### src/inc/host_misc_pkg.sv
// constants, offsets, reset values and types for the host misc register group
package host_misc_pkg;

  // ==========================================================================
  // clocking
  localparam int          SYS_CLK_MHZ   = 100;
  localparam int          TICK_CLK_MHZ  = 25;
  localparam int          TICK_DIV      = SYS_CLK_MHZ / TICK_CLK_MHZ;
  localparam logic [1:0]  TICK_DIV_LAST = 2'(TICK_DIV - 1);

  // ==========================================================================
  // register byte offsets
  localparam logic [7:0]  OFF_TIMER_COUNT = 8'h90;
  localparam logic [7:0]  OFF_HALF_ORDER  = 8'h98;
  localparam logic [7:0]  OFF_TICK_COUNT  = 8'h9c;
  localparam logic [7:0]  OFF_DROP_TALLY  = 8'ha0;
  localparam logic [7:0]  OFF_MAC_CMD     = 8'ha4;
  localparam logic [7:0]  OFF_MAC_DATA    = 8'ha8;

  // ==========================================================================
  // field positions
  localparam int          CMD_BUSY_BIT    = 31;
  localparam int          CMD_DIR_BIT     = 30;
  localparam int          CMD_INDEX_MSB   = 7;
  localparam int          CMD_INDEX_LSB   = 0;

  // ==========================================================================
  // reset and special values
  localparam logic [15:0] TIMER_COUNT_RST    = 16'hffff;
  localparam logic [31:0] HALF_ORDER_RST     = 32'h00000000;
  localparam logic [31:0] HALF_ORDER_REVERSE = 32'hffffffff;
  localparam logic [31:0] TICK_COUNT_RST     = 32'h00000000;
  localparam logic [31:0] DROP_TALLY_RST     = 32'h00000000;
  localparam logic [31:0] DROP_HALFWAY_FROM  = 32'h7fffffff;
  localparam logic        CMD_DIR_RST        = 1'b0;
  localparam logic [7:0]  CMD_INDEX_RST      = 8'h00;
  localparam logic [31:0] MAC_DATA_RST       = 32'h00000000;

  // ==========================================================================
  // host pin bundle: cs_n, rd_n, wr_n, bus_16bit, a[7:1], d[31:0]
  localparam int          HOST_PIN_W   = 43;
  localparam logic [42:0] HOST_PIN_RST = 43'h700_0000_0000;

  // ==========================================================================
  // indirect access handshake
  typedef enum logic [1:0] {
    MAC_IDLE,
    MAC_REQ,
    MAC_RELEASE
  } mac_state_e;

endpackage
### src/hdl/bit_sync.sv
// two flip-flop synchroniser, one per bit
`timescale 1ns/10ps
module bit_sync #(
  parameter int             W       = 1,
  parameter logic [W-1:0]   RST_VAL = '0
) (
  input  wire logic         i_clk_sys,
  input  wire logic         i_rst,
  input  wire logic [W-1:0] i_async,
  output logic      [W-1:0] o_sync
);

  // ==========================================================================
  // per-bit stages
  genvar g;
  generate
    for (g = 0; g < W; g = g + 1) begin : g_bit
      logic meta_q;
      logic sync_q;
      always_ff @(posedge i_clk_sys) begin
        if (i_rst) begin
          meta_q <= RST_VAL[g];
          sync_q <= RST_VAL[g];
        end else begin
          meta_q <= i_async[g];
          sync_q <= meta_q;
        end
      end
      assign o_sync[g] = sync_q;
    end
  endgenerate

endmodule

### src/hdl/host_misc_csr_group.sv
// host misc control/status registers, indirect mac access and halfword ordering
`timescale 1ns/10ps

module host_misc_csr_group
  import host_misc_pkg::*;
(
  input  wire logic        i_clk_sys,
  input  wire logic        i_rst,
  // host pins
  input  wire logic        i_cs_n,
  input  wire logic        i_rd_n,
  input  wire logic        i_wr_n,
  input  wire logic        i_bus_16bit,
  input  wire logic [7:1]  i_addr,
  input  wire logic [31:0] i_data_in,
  output logic      [31:0] o_data_out,
  output logic             o_data_oe,
  // timer and receive events
  input  wire logic [15:0] i_timer_count,
  input  wire logic        i_frame_dropped,
  output logic             o_drop_halfway,
  // indirect mac register access
  output logic             o_mac_req,
  output logic             o_mac_rnw,
  output logic      [7:0]  o_mac_index,
  output logic      [31:0] o_mac_wdata,
  input  wire logic        i_mac_ack,
  input  wire logic [31:0] i_mac_rdata,
  // transmit fifo word to network halfwords
  input  wire logic [31:0] i_txf_word,
  input  wire logic        i_txf_valid,
  output logic             o_txf_ready,
  output logic      [15:0] o_net_tx_half,
  output logic             o_net_tx_valid,
  input  wire logic        i_net_tx_ready,
  // network halfwords to receive fifo word
  input  wire logic [15:0] i_net_rx_half,
  input  wire logic        i_net_rx_valid,
  output logic      [31:0] o_rxf_word,
  output logic             o_rxf_valid
);

  // ==========================================================================
  // pin synchronisers
  logic [HOST_PIN_W-1:0] pins_sync;
  logic                  ack_sync;

  bit_sync #(
    .W       (HOST_PIN_W),
    .RST_VAL (HOST_PIN_RST)
  ) u_pin_sync (
    .i_clk_sys (i_clk_sys),
    .i_rst     (i_rst),
    .i_async   ({i_cs_n, i_rd_n, i_wr_n, i_bus_16bit, i_addr, i_data_in}),
    .o_sync    (pins_sync)
  );

  bit_sync #(
    .W       (1),
    .RST_VAL (1'b0)
  ) u_ack_sync (
    .i_clk_sys (i_clk_sys),
    .i_rst     (i_rst),
    .i_async   (i_mac_ack),
    .o_sync    (ack_sync)
  );

  wire        s_cs_n  = pins_sync[42];
  wire        s_rd_n  = pins_sync[41];
  wire        s_wr_n  = pins_sync[40];
  wire        bus16   = pins_sync[39];
  wire  [6:0] s_addr  = pins_sync[38:32];
  wire [31:0] s_data  = pins_sync[31:0];

  // ==========================================================================
  // registers
  logic [15:0] timer_cnt_q;
  logic [31:0] half_order_q;
  logic [31:0] tick_cnt_q;
  logic [1:0]  tick_div_q;
  logic [31:0] drop_cnt_q;
  logic        halfway_q;
  logic        cmd_dir_q;
  logic [7:0]  cmd_index_q;
  logic [31:0] mac_data_q;
  mac_state_e  mac_state_q;
  mac_state_e  mac_state_d;
  logic [31:0] snap_q;
  logic        snap_pend_q;
  logic [7:0]  snap_off_q;
  logic [31:0] rdata_q;
  logic        rd_act_q;
  logic        wr_act_q;
  logic [6:0]  lat_addr_q;
  logic [31:0] lat_data_q;
  logic [15:0] tx_half_q;
  logic [15:0] tx_hi_q;
  logic        tx_phase_q;
  logic        tx_full_q;
  logic [15:0] rx_lo_q;
  logic        rx_phase_q;
  logic [31:0] rxf_word_q;
  logic        rxf_valid_q;

  // ==========================================================================
  // strobe decode
  wire rd_act   = !s_cs_n && !s_rd_n;
  wire wr_act   = !s_cs_n && !s_wr_n;
  wire rd_start = rd_act && !rd_act_q;
  wire wr_end   = wr_act_q && !wr_act;

  // halfword selection
  wire       half_rev = (half_order_q == HALF_ORDER_REVERSE);
  wire       rd_hi    = bus16 && (s_addr[0] ^ half_rev);
  wire       wr_hi    = bus16 && (lat_addr_q[0] ^ half_rev);
  wire [7:0] rd_off   = {s_addr[6:1], 2'b00};
  wire [7:0] wr_off   = {lat_addr_q[6:1], 2'b00};

  // ==========================================================================
  // read path
  wire        busy     = (mac_state_q != MAC_IDLE);
  wire [31:0] cmd_view = {busy, cmd_dir_q, 22'h000000, cmd_index_q};
  wire        rd_is_tick = (rd_off == OFF_TICK_COUNT);
  wire        rd_is_drop = (rd_off == OFF_DROP_TALLY);

  wire [31:0] rd_live =
    (rd_off == OFF_TIMER_COUNT) ? {16'h0000, timer_cnt_q} :
    (rd_off == OFF_HALF_ORDER)  ? half_order_q :
    rd_is_tick                  ? tick_cnt_q :
    rd_is_drop                  ? drop_cnt_q :
    (rd_off == OFF_MAC_CMD)     ? cmd_view :
    (rd_off == OFF_MAC_DATA)    ? mac_data_q :
                                  32'h00000000;

  // 16-bit reads of the counters pair up through one snapshot
  wire        rd_snap_reg = bus16 && (rd_is_tick || rd_is_drop);
  wire        use_snap    = rd_snap_reg && snap_pend_q && (snap_off_q == rd_off);
  wire        take_snap   = rd_start && rd_snap_reg && !use_snap;
  wire [31:0] rd_word     = use_snap ? snap_q : rd_live;
  wire [31:0] rd_out      = bus16 ? {16'h0000, rd_hi ? rd_word[31:16] : rd_word[15:0]}
                                  : rd_word;
  wire        drop_clr    = rd_start && rd_is_drop && (!bus16 || take_snap);

  // ==========================================================================
  // write path
  wire [31:0] wr_cur =
    (wr_off == OFF_HALF_ORDER) ? half_order_q :
    (wr_off == OFF_MAC_CMD)    ? cmd_view :
                                 mac_data_q;
  wire [31:0] wr_word = !bus16 ? lat_data_q :
                        wr_hi  ? {lat_data_q[15:0], wr_cur[15:0]} :
                                 {wr_cur[31:16], lat_data_q[15:0]};
  wire wr_order = wr_end && (wr_off == OFF_HALF_ORDER);
  wire wr_cmd   = wr_end && (wr_off == OFF_MAC_CMD) && !busy;
  wire wr_data  = wr_end && (wr_off == OFF_MAC_DATA) && !busy;
  wire mac_start = wr_cmd && wr_word[CMD_BUSY_BIT];
  wire rd_done   = (mac_state_q == MAC_REQ) && ack_sync;

  // ==========================================================================
  // host bus sequencing
  always_ff @(posedge i_clk_sys) begin
    if (i_rst) begin
      rd_act_q   <= 1'b0;
      wr_act_q   <= 1'b0;
      lat_addr_q <= 7'h00;
      lat_data_q <= 32'h00000000;
      rdata_q    <= 32'h00000000;
    end else begin
      rd_act_q <= rd_act;
      wr_act_q <= wr_act;
      if (wr_act) begin
        lat_addr_q <= s_addr;
        lat_data_q <= s_data;
      end
      if (rd_start) begin
        rdata_q <= rd_out;
      end
    end
  end

  assign o_data_out = rdata_q;
  assign o_data_oe  = rd_act && rd_act_q;

  // ==========================================================================
  // snapshot for paired halfword reads
  always_ff @(posedge i_clk_sys) begin
    if (i_rst) begin
      snap_q      <= 32'h00000000;
      snap_pend_q <= 1'b0;
      snap_off_q  <= 8'h00;
    end else if (take_snap) begin
      snap_q      <= rd_live;
      snap_pend_q <= 1'b1;
      snap_off_q  <= rd_off;
    end else if (rd_start && use_snap) begin
      snap_pend_q <= 1'b0;
    end
  end

  // ==========================================================================
  // timer view, halfword order, tick counter
  always_ff @(posedge i_clk_sys) begin
    if (i_rst) begin
      timer_cnt_q  <= TIMER_COUNT_RST;
      half_order_q <= HALF_ORDER_RST;
    end else begin
      timer_cnt_q <= i_timer_count;
      if (wr_order) begin
        half_order_q <= wr_word;
      end
    end
  end

  // no power-state gating reaches this counter
  wire tick_en = (tick_div_q == TICK_DIV_LAST);

  always_ff @(posedge i_clk_sys) begin
    if (i_rst) begin
      tick_div_q <= 2'h0;
      tick_cnt_q <= TICK_COUNT_RST;
    end else begin
      tick_div_q <= tick_en ? 2'h0 : tick_div_q + 2'h1;
      if (tick_en) begin
        tick_cnt_q <= tick_cnt_q + 32'h00000001;
      end
    end
  end

  // ==========================================================================
  // dropped-frame tally; a drop in the clearing cycle is kept
  wire [31:0] drop_inc = {31'h00000000, i_frame_dropped};
  wire [31:0] drop_d   = drop_clr ? drop_inc : drop_cnt_q + drop_inc;

  always_ff @(posedge i_clk_sys) begin
    if (i_rst) begin
      drop_cnt_q <= DROP_TALLY_RST;
      halfway_q  <= 1'b0;
    end else begin
      drop_cnt_q <= drop_d;
      halfway_q  <= i_frame_dropped && !drop_clr &&
                    (drop_cnt_q == DROP_HALFWAY_FROM);
    end
  end

  assign o_drop_halfway = halfway_q;

  // ==========================================================================
  // indirect mac access
  always_comb begin
    mac_state_d = mac_state_q;
    unique case (mac_state_q)
      MAC_IDLE: begin
        if (mac_start) begin
          mac_state_d = MAC_REQ;
        end
      end
      MAC_REQ: begin
        if (ack_sync) begin
          mac_state_d = MAC_RELEASE;
        end
      end
      MAC_RELEASE: begin
        if (!ack_sync) begin
          mac_state_d = MAC_IDLE;
        end
      end
    endcase
  end

  always_ff @(posedge i_clk_sys) begin
    if (i_rst) begin
      mac_state_q <= MAC_IDLE;
      cmd_dir_q   <= CMD_DIR_RST;
      cmd_index_q <= CMD_INDEX_RST;
      mac_data_q  <= MAC_DATA_RST;
    end else begin
      mac_state_q <= mac_state_d;
      if (wr_cmd) begin
        cmd_dir_q   <= wr_word[CMD_DIR_BIT];
        cmd_index_q <= wr_word[CMD_INDEX_MSB:CMD_INDEX_LSB];
      end
      if (rd_done && cmd_dir_q) begin
        mac_data_q <= i_mac_rdata;
      end else if (wr_data) begin
        mac_data_q <= wr_word;
      end
    end
  end

  assign o_mac_req   = (mac_state_q == MAC_REQ);
  assign o_mac_rnw   = cmd_dir_q;
  assign o_mac_index = cmd_index_q;
  assign o_mac_wdata = mac_data_q;

  // ==========================================================================
  // transmit: low halfword goes out first
  wire tx_load = i_txf_valid && !tx_full_q;
  wire tx_step = tx_full_q && i_net_tx_ready;

  always_ff @(posedge i_clk_sys) begin
    if (i_rst) begin
      tx_half_q  <= 16'h0000;
      tx_hi_q    <= 16'h0000;
      tx_phase_q <= 1'b0;
      tx_full_q  <= 1'b0;
    end else if (tx_load) begin
      tx_half_q  <= i_txf_word[15:0];
      tx_hi_q    <= i_txf_word[31:16];
      tx_phase_q <= 1'b0;
      tx_full_q  <= 1'b1;
    end else if (tx_step) begin
      if (!tx_phase_q) begin
        tx_half_q  <= tx_hi_q;
        tx_phase_q <= 1'b1;
      end else begin
        tx_full_q  <= 1'b0;
      end
    end
  end

  assign o_txf_ready    = !tx_full_q;
  assign o_net_tx_half  = tx_half_q;
  assign o_net_tx_valid = tx_full_q;

  // ==========================================================================
  // receive: first halfword fills the low half
  always_ff @(posedge i_clk_sys) begin
    if (i_rst) begin
      rx_lo_q     <= 16'h0000;
      rx_phase_q  <= 1'b0;
      rxf_word_q  <= 32'h00000000;
      rxf_valid_q <= 1'b0;
    end else begin
      rxf_valid_q <= 1'b0;
      if (i_net_rx_valid) begin
        if (!rx_phase_q) begin
          rx_lo_q    <= i_net_rx_half;
          rx_phase_q <= 1'b1;
        end else begin
          rxf_word_q  <= {i_net_rx_half, rx_lo_q};
          rxf_valid_q <= 1'b1;
          rx_phase_q  <= 1'b0;
        end
      end
    end
  end

  assign o_rxf_word  = rxf_word_q;
  assign o_rxf_valid = rxf_valid_q;

endmodule

### config.mk
export PLATFORM = sky130hd
export DESIGN_NAME = host_misc_csr_group
export DESIGN_NICKNAME = d
export VERILOG_FILES = /design/src/inc/host_misc_pkg.sv /design/src/hdl/bit_sync.sv /design/src/hdl/host_misc_csr_group.sv
export SDC_FILE = /design/constraint.sdc
export NUM_CORES = 1
export LEC_CHECK = 0
export BUFFER_PORTS_ARGS = -buffer_cell sky130_fd_sc_hd__buf_2
export CORE_MARGIN = 10
export CORE_UTILIZATION = 38
export DETAILED_ROUTE_END_ITERATION = 8
export SLEW_MARGIN = 25
export SYNTH_ARGS = -nofsm -noshare
export SYNTH_HDL_FRONTEND = slang
export SYNTH_SLANG_ARGS = --single-unit
export TNS_END_PERCENT = 1
### constraint.sdc
create_clock -name i_clk_sys -period 7.4 [get_ports i_clk_sys]
set_clock_uncertainty 0.05 [all_clocks]
set_input_delay 1.48 -clock i_clk_sys [delete_from_list [all_inputs] [get_ports i_clk_sys]]
set_output_delay 1.48 -clock i_clk_sys [all_outputs]
set_load 0.01 [all_outputs]
==> reports/metrics.csv <==
metric,value,unit
share of cells above drive strength 1,0.1965,
Power Total,0.005115,W
total clock sinks,442,
pin count of the biggest net entering global routing,162,
Arrival @ worst endpoint,3.95,ns
drt drc,0,
setup TNS,0,ns
final wirelength,60200,µm
Post-Syn Instances,2055,
post-CTS setup buffers,0,
die area,55950,µm²
Root Driver,clkbuf_16,
nets@finish,2392,
Worst-path clk slew,0.06,ns
Final Hold Viols,0,
Final GP Congestion,0.9325,
simple-gate portion of the synthesized area,0.2216,
post-route antenna net violation count,0,
Critical Path Max Stage Delay,0.76,ns
Max Cap Violations,0,
Max Slew Vio Count,0,
ys async rst share,0,
number of port buffers,272,
reg2reg setup slack,3.90,ns
HPWL after DPL,42380,µm
Core Box Area,46460,µm²
post-synthesis mux area share,0.01889,
ys flop type,dfxtp_1,
fmax,0.2857,GHz
initial antenna violation count,1,
critical path data required time,7.85,ns
deepest clock path buffer count,3,
Synth Warn #,0,
CP Class,flop to flop,
RSZ-0062 raised after global routing,no,
via/cell ratio,5.464,
Power Density,241.7,nW/µm²
"Setup violations, final",0,
P&R area growth vs syn,18.76,%
Die H,236.5,µm
syn_area_per_cell,8.671,µm²
Worst setup EP type,flop,
largest family of logic cells by synthesized area,simple AND/OR/NAND/NOR gates,
# rows,79,
xor-xnor portion of the synthesized cell area,0.02949,
footprint of the multi-input gates,8347,µm²
first-pass GRT wire length,92170,µm
sequential share of the synthesized area,0.4966,
Worst setup SP type,flop,
CTS tree,built,
Slew @ Worst Pin,1.028,ns
number of synthesized register bits,442,
Tcrit/Tclk final,0.4730,
compound-gate portion of the synthesized area,0.1891,
DR iter-0 viols,1446,
post-layout minimum cycle time,3.500,ns
clk_lat worst skew,0.59,ns
Initial Utilization,0.3835,
drt wl/cell,20.89,µm
Chip Width,236.5,µm
hold_buf cts,0,
routed vias,15750,
critical-path maximum fanout,43,
"EDFF count, synth",0,
# diodes,0,
H-tree lvl count,2,
"commonest cells after routing, fill and taps aside","dfxtp_1, buf_2, nand2_1",
Rel. slew slack,0.3145,
fill count,4564,
CTS buffer count,47,
gr usage total,0.2064,
Synth Net Count,2208,
Max IR drop VDD,0.1643,mV
cell family with most CP delay,simple AND/OR/NAND/NOR gates,
"most common cell after layout, fill and taps aside",dfxtp_1,
crit-path cells,or2_2 -> nand3_1 -> nor3_2 -> buf_4 -> or3_1 -> o21ai_0 -> a311oi_1,
Initial DRT Pass Iterations,8,
Leakage,8.292,nW
HP Class,flop to flop,
adder-cell area share of the yosys netlist,0.004915,
register area,8848,µm²
# IOs,273,
CTS resizes,0,
crit path buf inv count,1,
global route overflow,0,
outcome,"complete, no violations",
number of global-route vias before repair,15370,
area of the mapped netlist,17820,µm²
Slowest cell on crit path,or2_2,
synth unique cells,76,
## kinds of logic (layout without fill, tap and decap cells)
| family | after synthesis | after routing |
|---|---|---|
| muxes | 32 | 32 |
| adders and majority gates | 7 | 7 |
| xor gates and xnor gates | 60 | 60 |
| DFF | 442 | 442 |
| buffers and inverters | 173 | 393 |
| AOI/OAI and AO/OA | 505 | 505 |
| and+or+nand+nor | 836 | 836 |
## metal layers
layer,vias up,track usage,wire length (µm)
li1,7573,-,-
met1,7454,0.2696,25880
met2,619,0.3201,26960
met3,102,0.05025,5212
met4,0,0.08570,2149
met5,-,0,0
## per-stage QoR
stage | util | hold WS [ns] | setup WS, ns | std cells | instance area, µm²
after global placement | 0.4197 | 0.3435 | 3.417 | 2796 | 19500
after global routing | 0.4555 | 0.3709 | 3.582 | 2882 | 21160
after CTS | 0.4545 | 0.3570 | 3.900 | 2881 | 21120
after detailed placement | 0.4202 | 0.3423 | 3.375 | 2796 | 19520
after floorplan | - | 0.3395 | 4.228 | 2055 | 17820
final | 0.4555 | 0.3590 | 3.900 | 2882 | 21160
## final cells by class
| cell class | count | share of cell area |
|---|---|---|
| clock buffer | 66 | 0.06421 |
| clock inverter | 19 | 0.01123 |
| inverter | 15 | 0.002661 |
| multi-input combinational | 1440 | 0.3945 |
| sequential | 442 | 0.4182 |
| tap | 607 | 0.03589 |
| timing repair buffer | 293 | 0.07338 |
## worst paths after layout
check	depth (start not counted)	end	start
worst min register to register	1	u_pin_sync.g_bit[41].sync_q$_SDFF_PP1_	u_pin_sync.g_bit[41].meta_q$_SDFF_PP1_
worst min-delay path	1	u_pin_sync.g_bit[41].sync_q$_SDFF_PP1_	u_pin_sync.g_bit[41].meta_q$_SDFF_PP1_
worst max register to register	7	o_mac_wdata[16]$_SDFFE_PP0P_	u_pin_sync.g_bit[42].sync_q$_SDFF_PP1_
worst max-delay path	7	o_mac_wdata[16]$_SDFFE_PP0P_	u_pin_sync.g_bit[42].sync_q$_SDFF_PP1_
## worst reg2reg max path, stage by stage (launching register included)
cell,delay [ns]
dfxtp_1,0.53
or2_2,0.76
nand3_1,0.32
nor3_2,0.57
buf_4,0.52
or3_1,0.19
o21ai_0,0.18
a311oi_1,0.30
## registers in the layout, summed over array words and instances (netlist names), 32 cells and up
| signal | flops |
|---|---|
| o_mac_wdata | 32 |
| tick_cnt_q | 32 |
| u_pin_sync.g_bit.meta_q | 43 |
| lat_data_q | 32 |
| u_pin_sync.g_bit.sync_q | 43 |
| half_order_q | 32 |
| o_data_out | 32 |
| o_rxf_word | 32 |
| snap_q | 32 |
| drop_cnt_q | 32 |
## power breakdown
part / internal [W] / switching, W
registers: 0.00244 / 0.0000306
clock network: 0.00145 / 0.000979
logic: 0.0000859 / 0.000129
total: 0.00398 / 0.00114
## cells in the mapped netlist (23+ instances only)
| library cell | number | area [µm²] |
|---|---|---|
| a211oi_1 | 40 | 300.3 |
| a21oi_1 | 183 | 915.9 |
| a22o_1 | 39 | 341.6 |
| a22oi_1 | 58 | 435.4 |
| clkbuf_1 | 129 | 484.2 |
| dfxtp_1 | 442 | 8848 |
| nand2_1 | 271 | 1017 |
| nand3_1 | 58 | 290.3 |
| nand4_1 | 23 | 143.9 |
| nor2_1 | 213 | 799.5 |
| nor2b_1 | 95 | 594.3 |
| nor3_1 | 71 | 355.3 |
| o21ai_0 | 63 | 315.3 |
| or2_2 | 25 | 156.4 |
| or3_1 | 23 | 143.9 |
| xor2_1 | 40 | 350.3 |
Note: power is estimated with default switching activity, not from simulation.
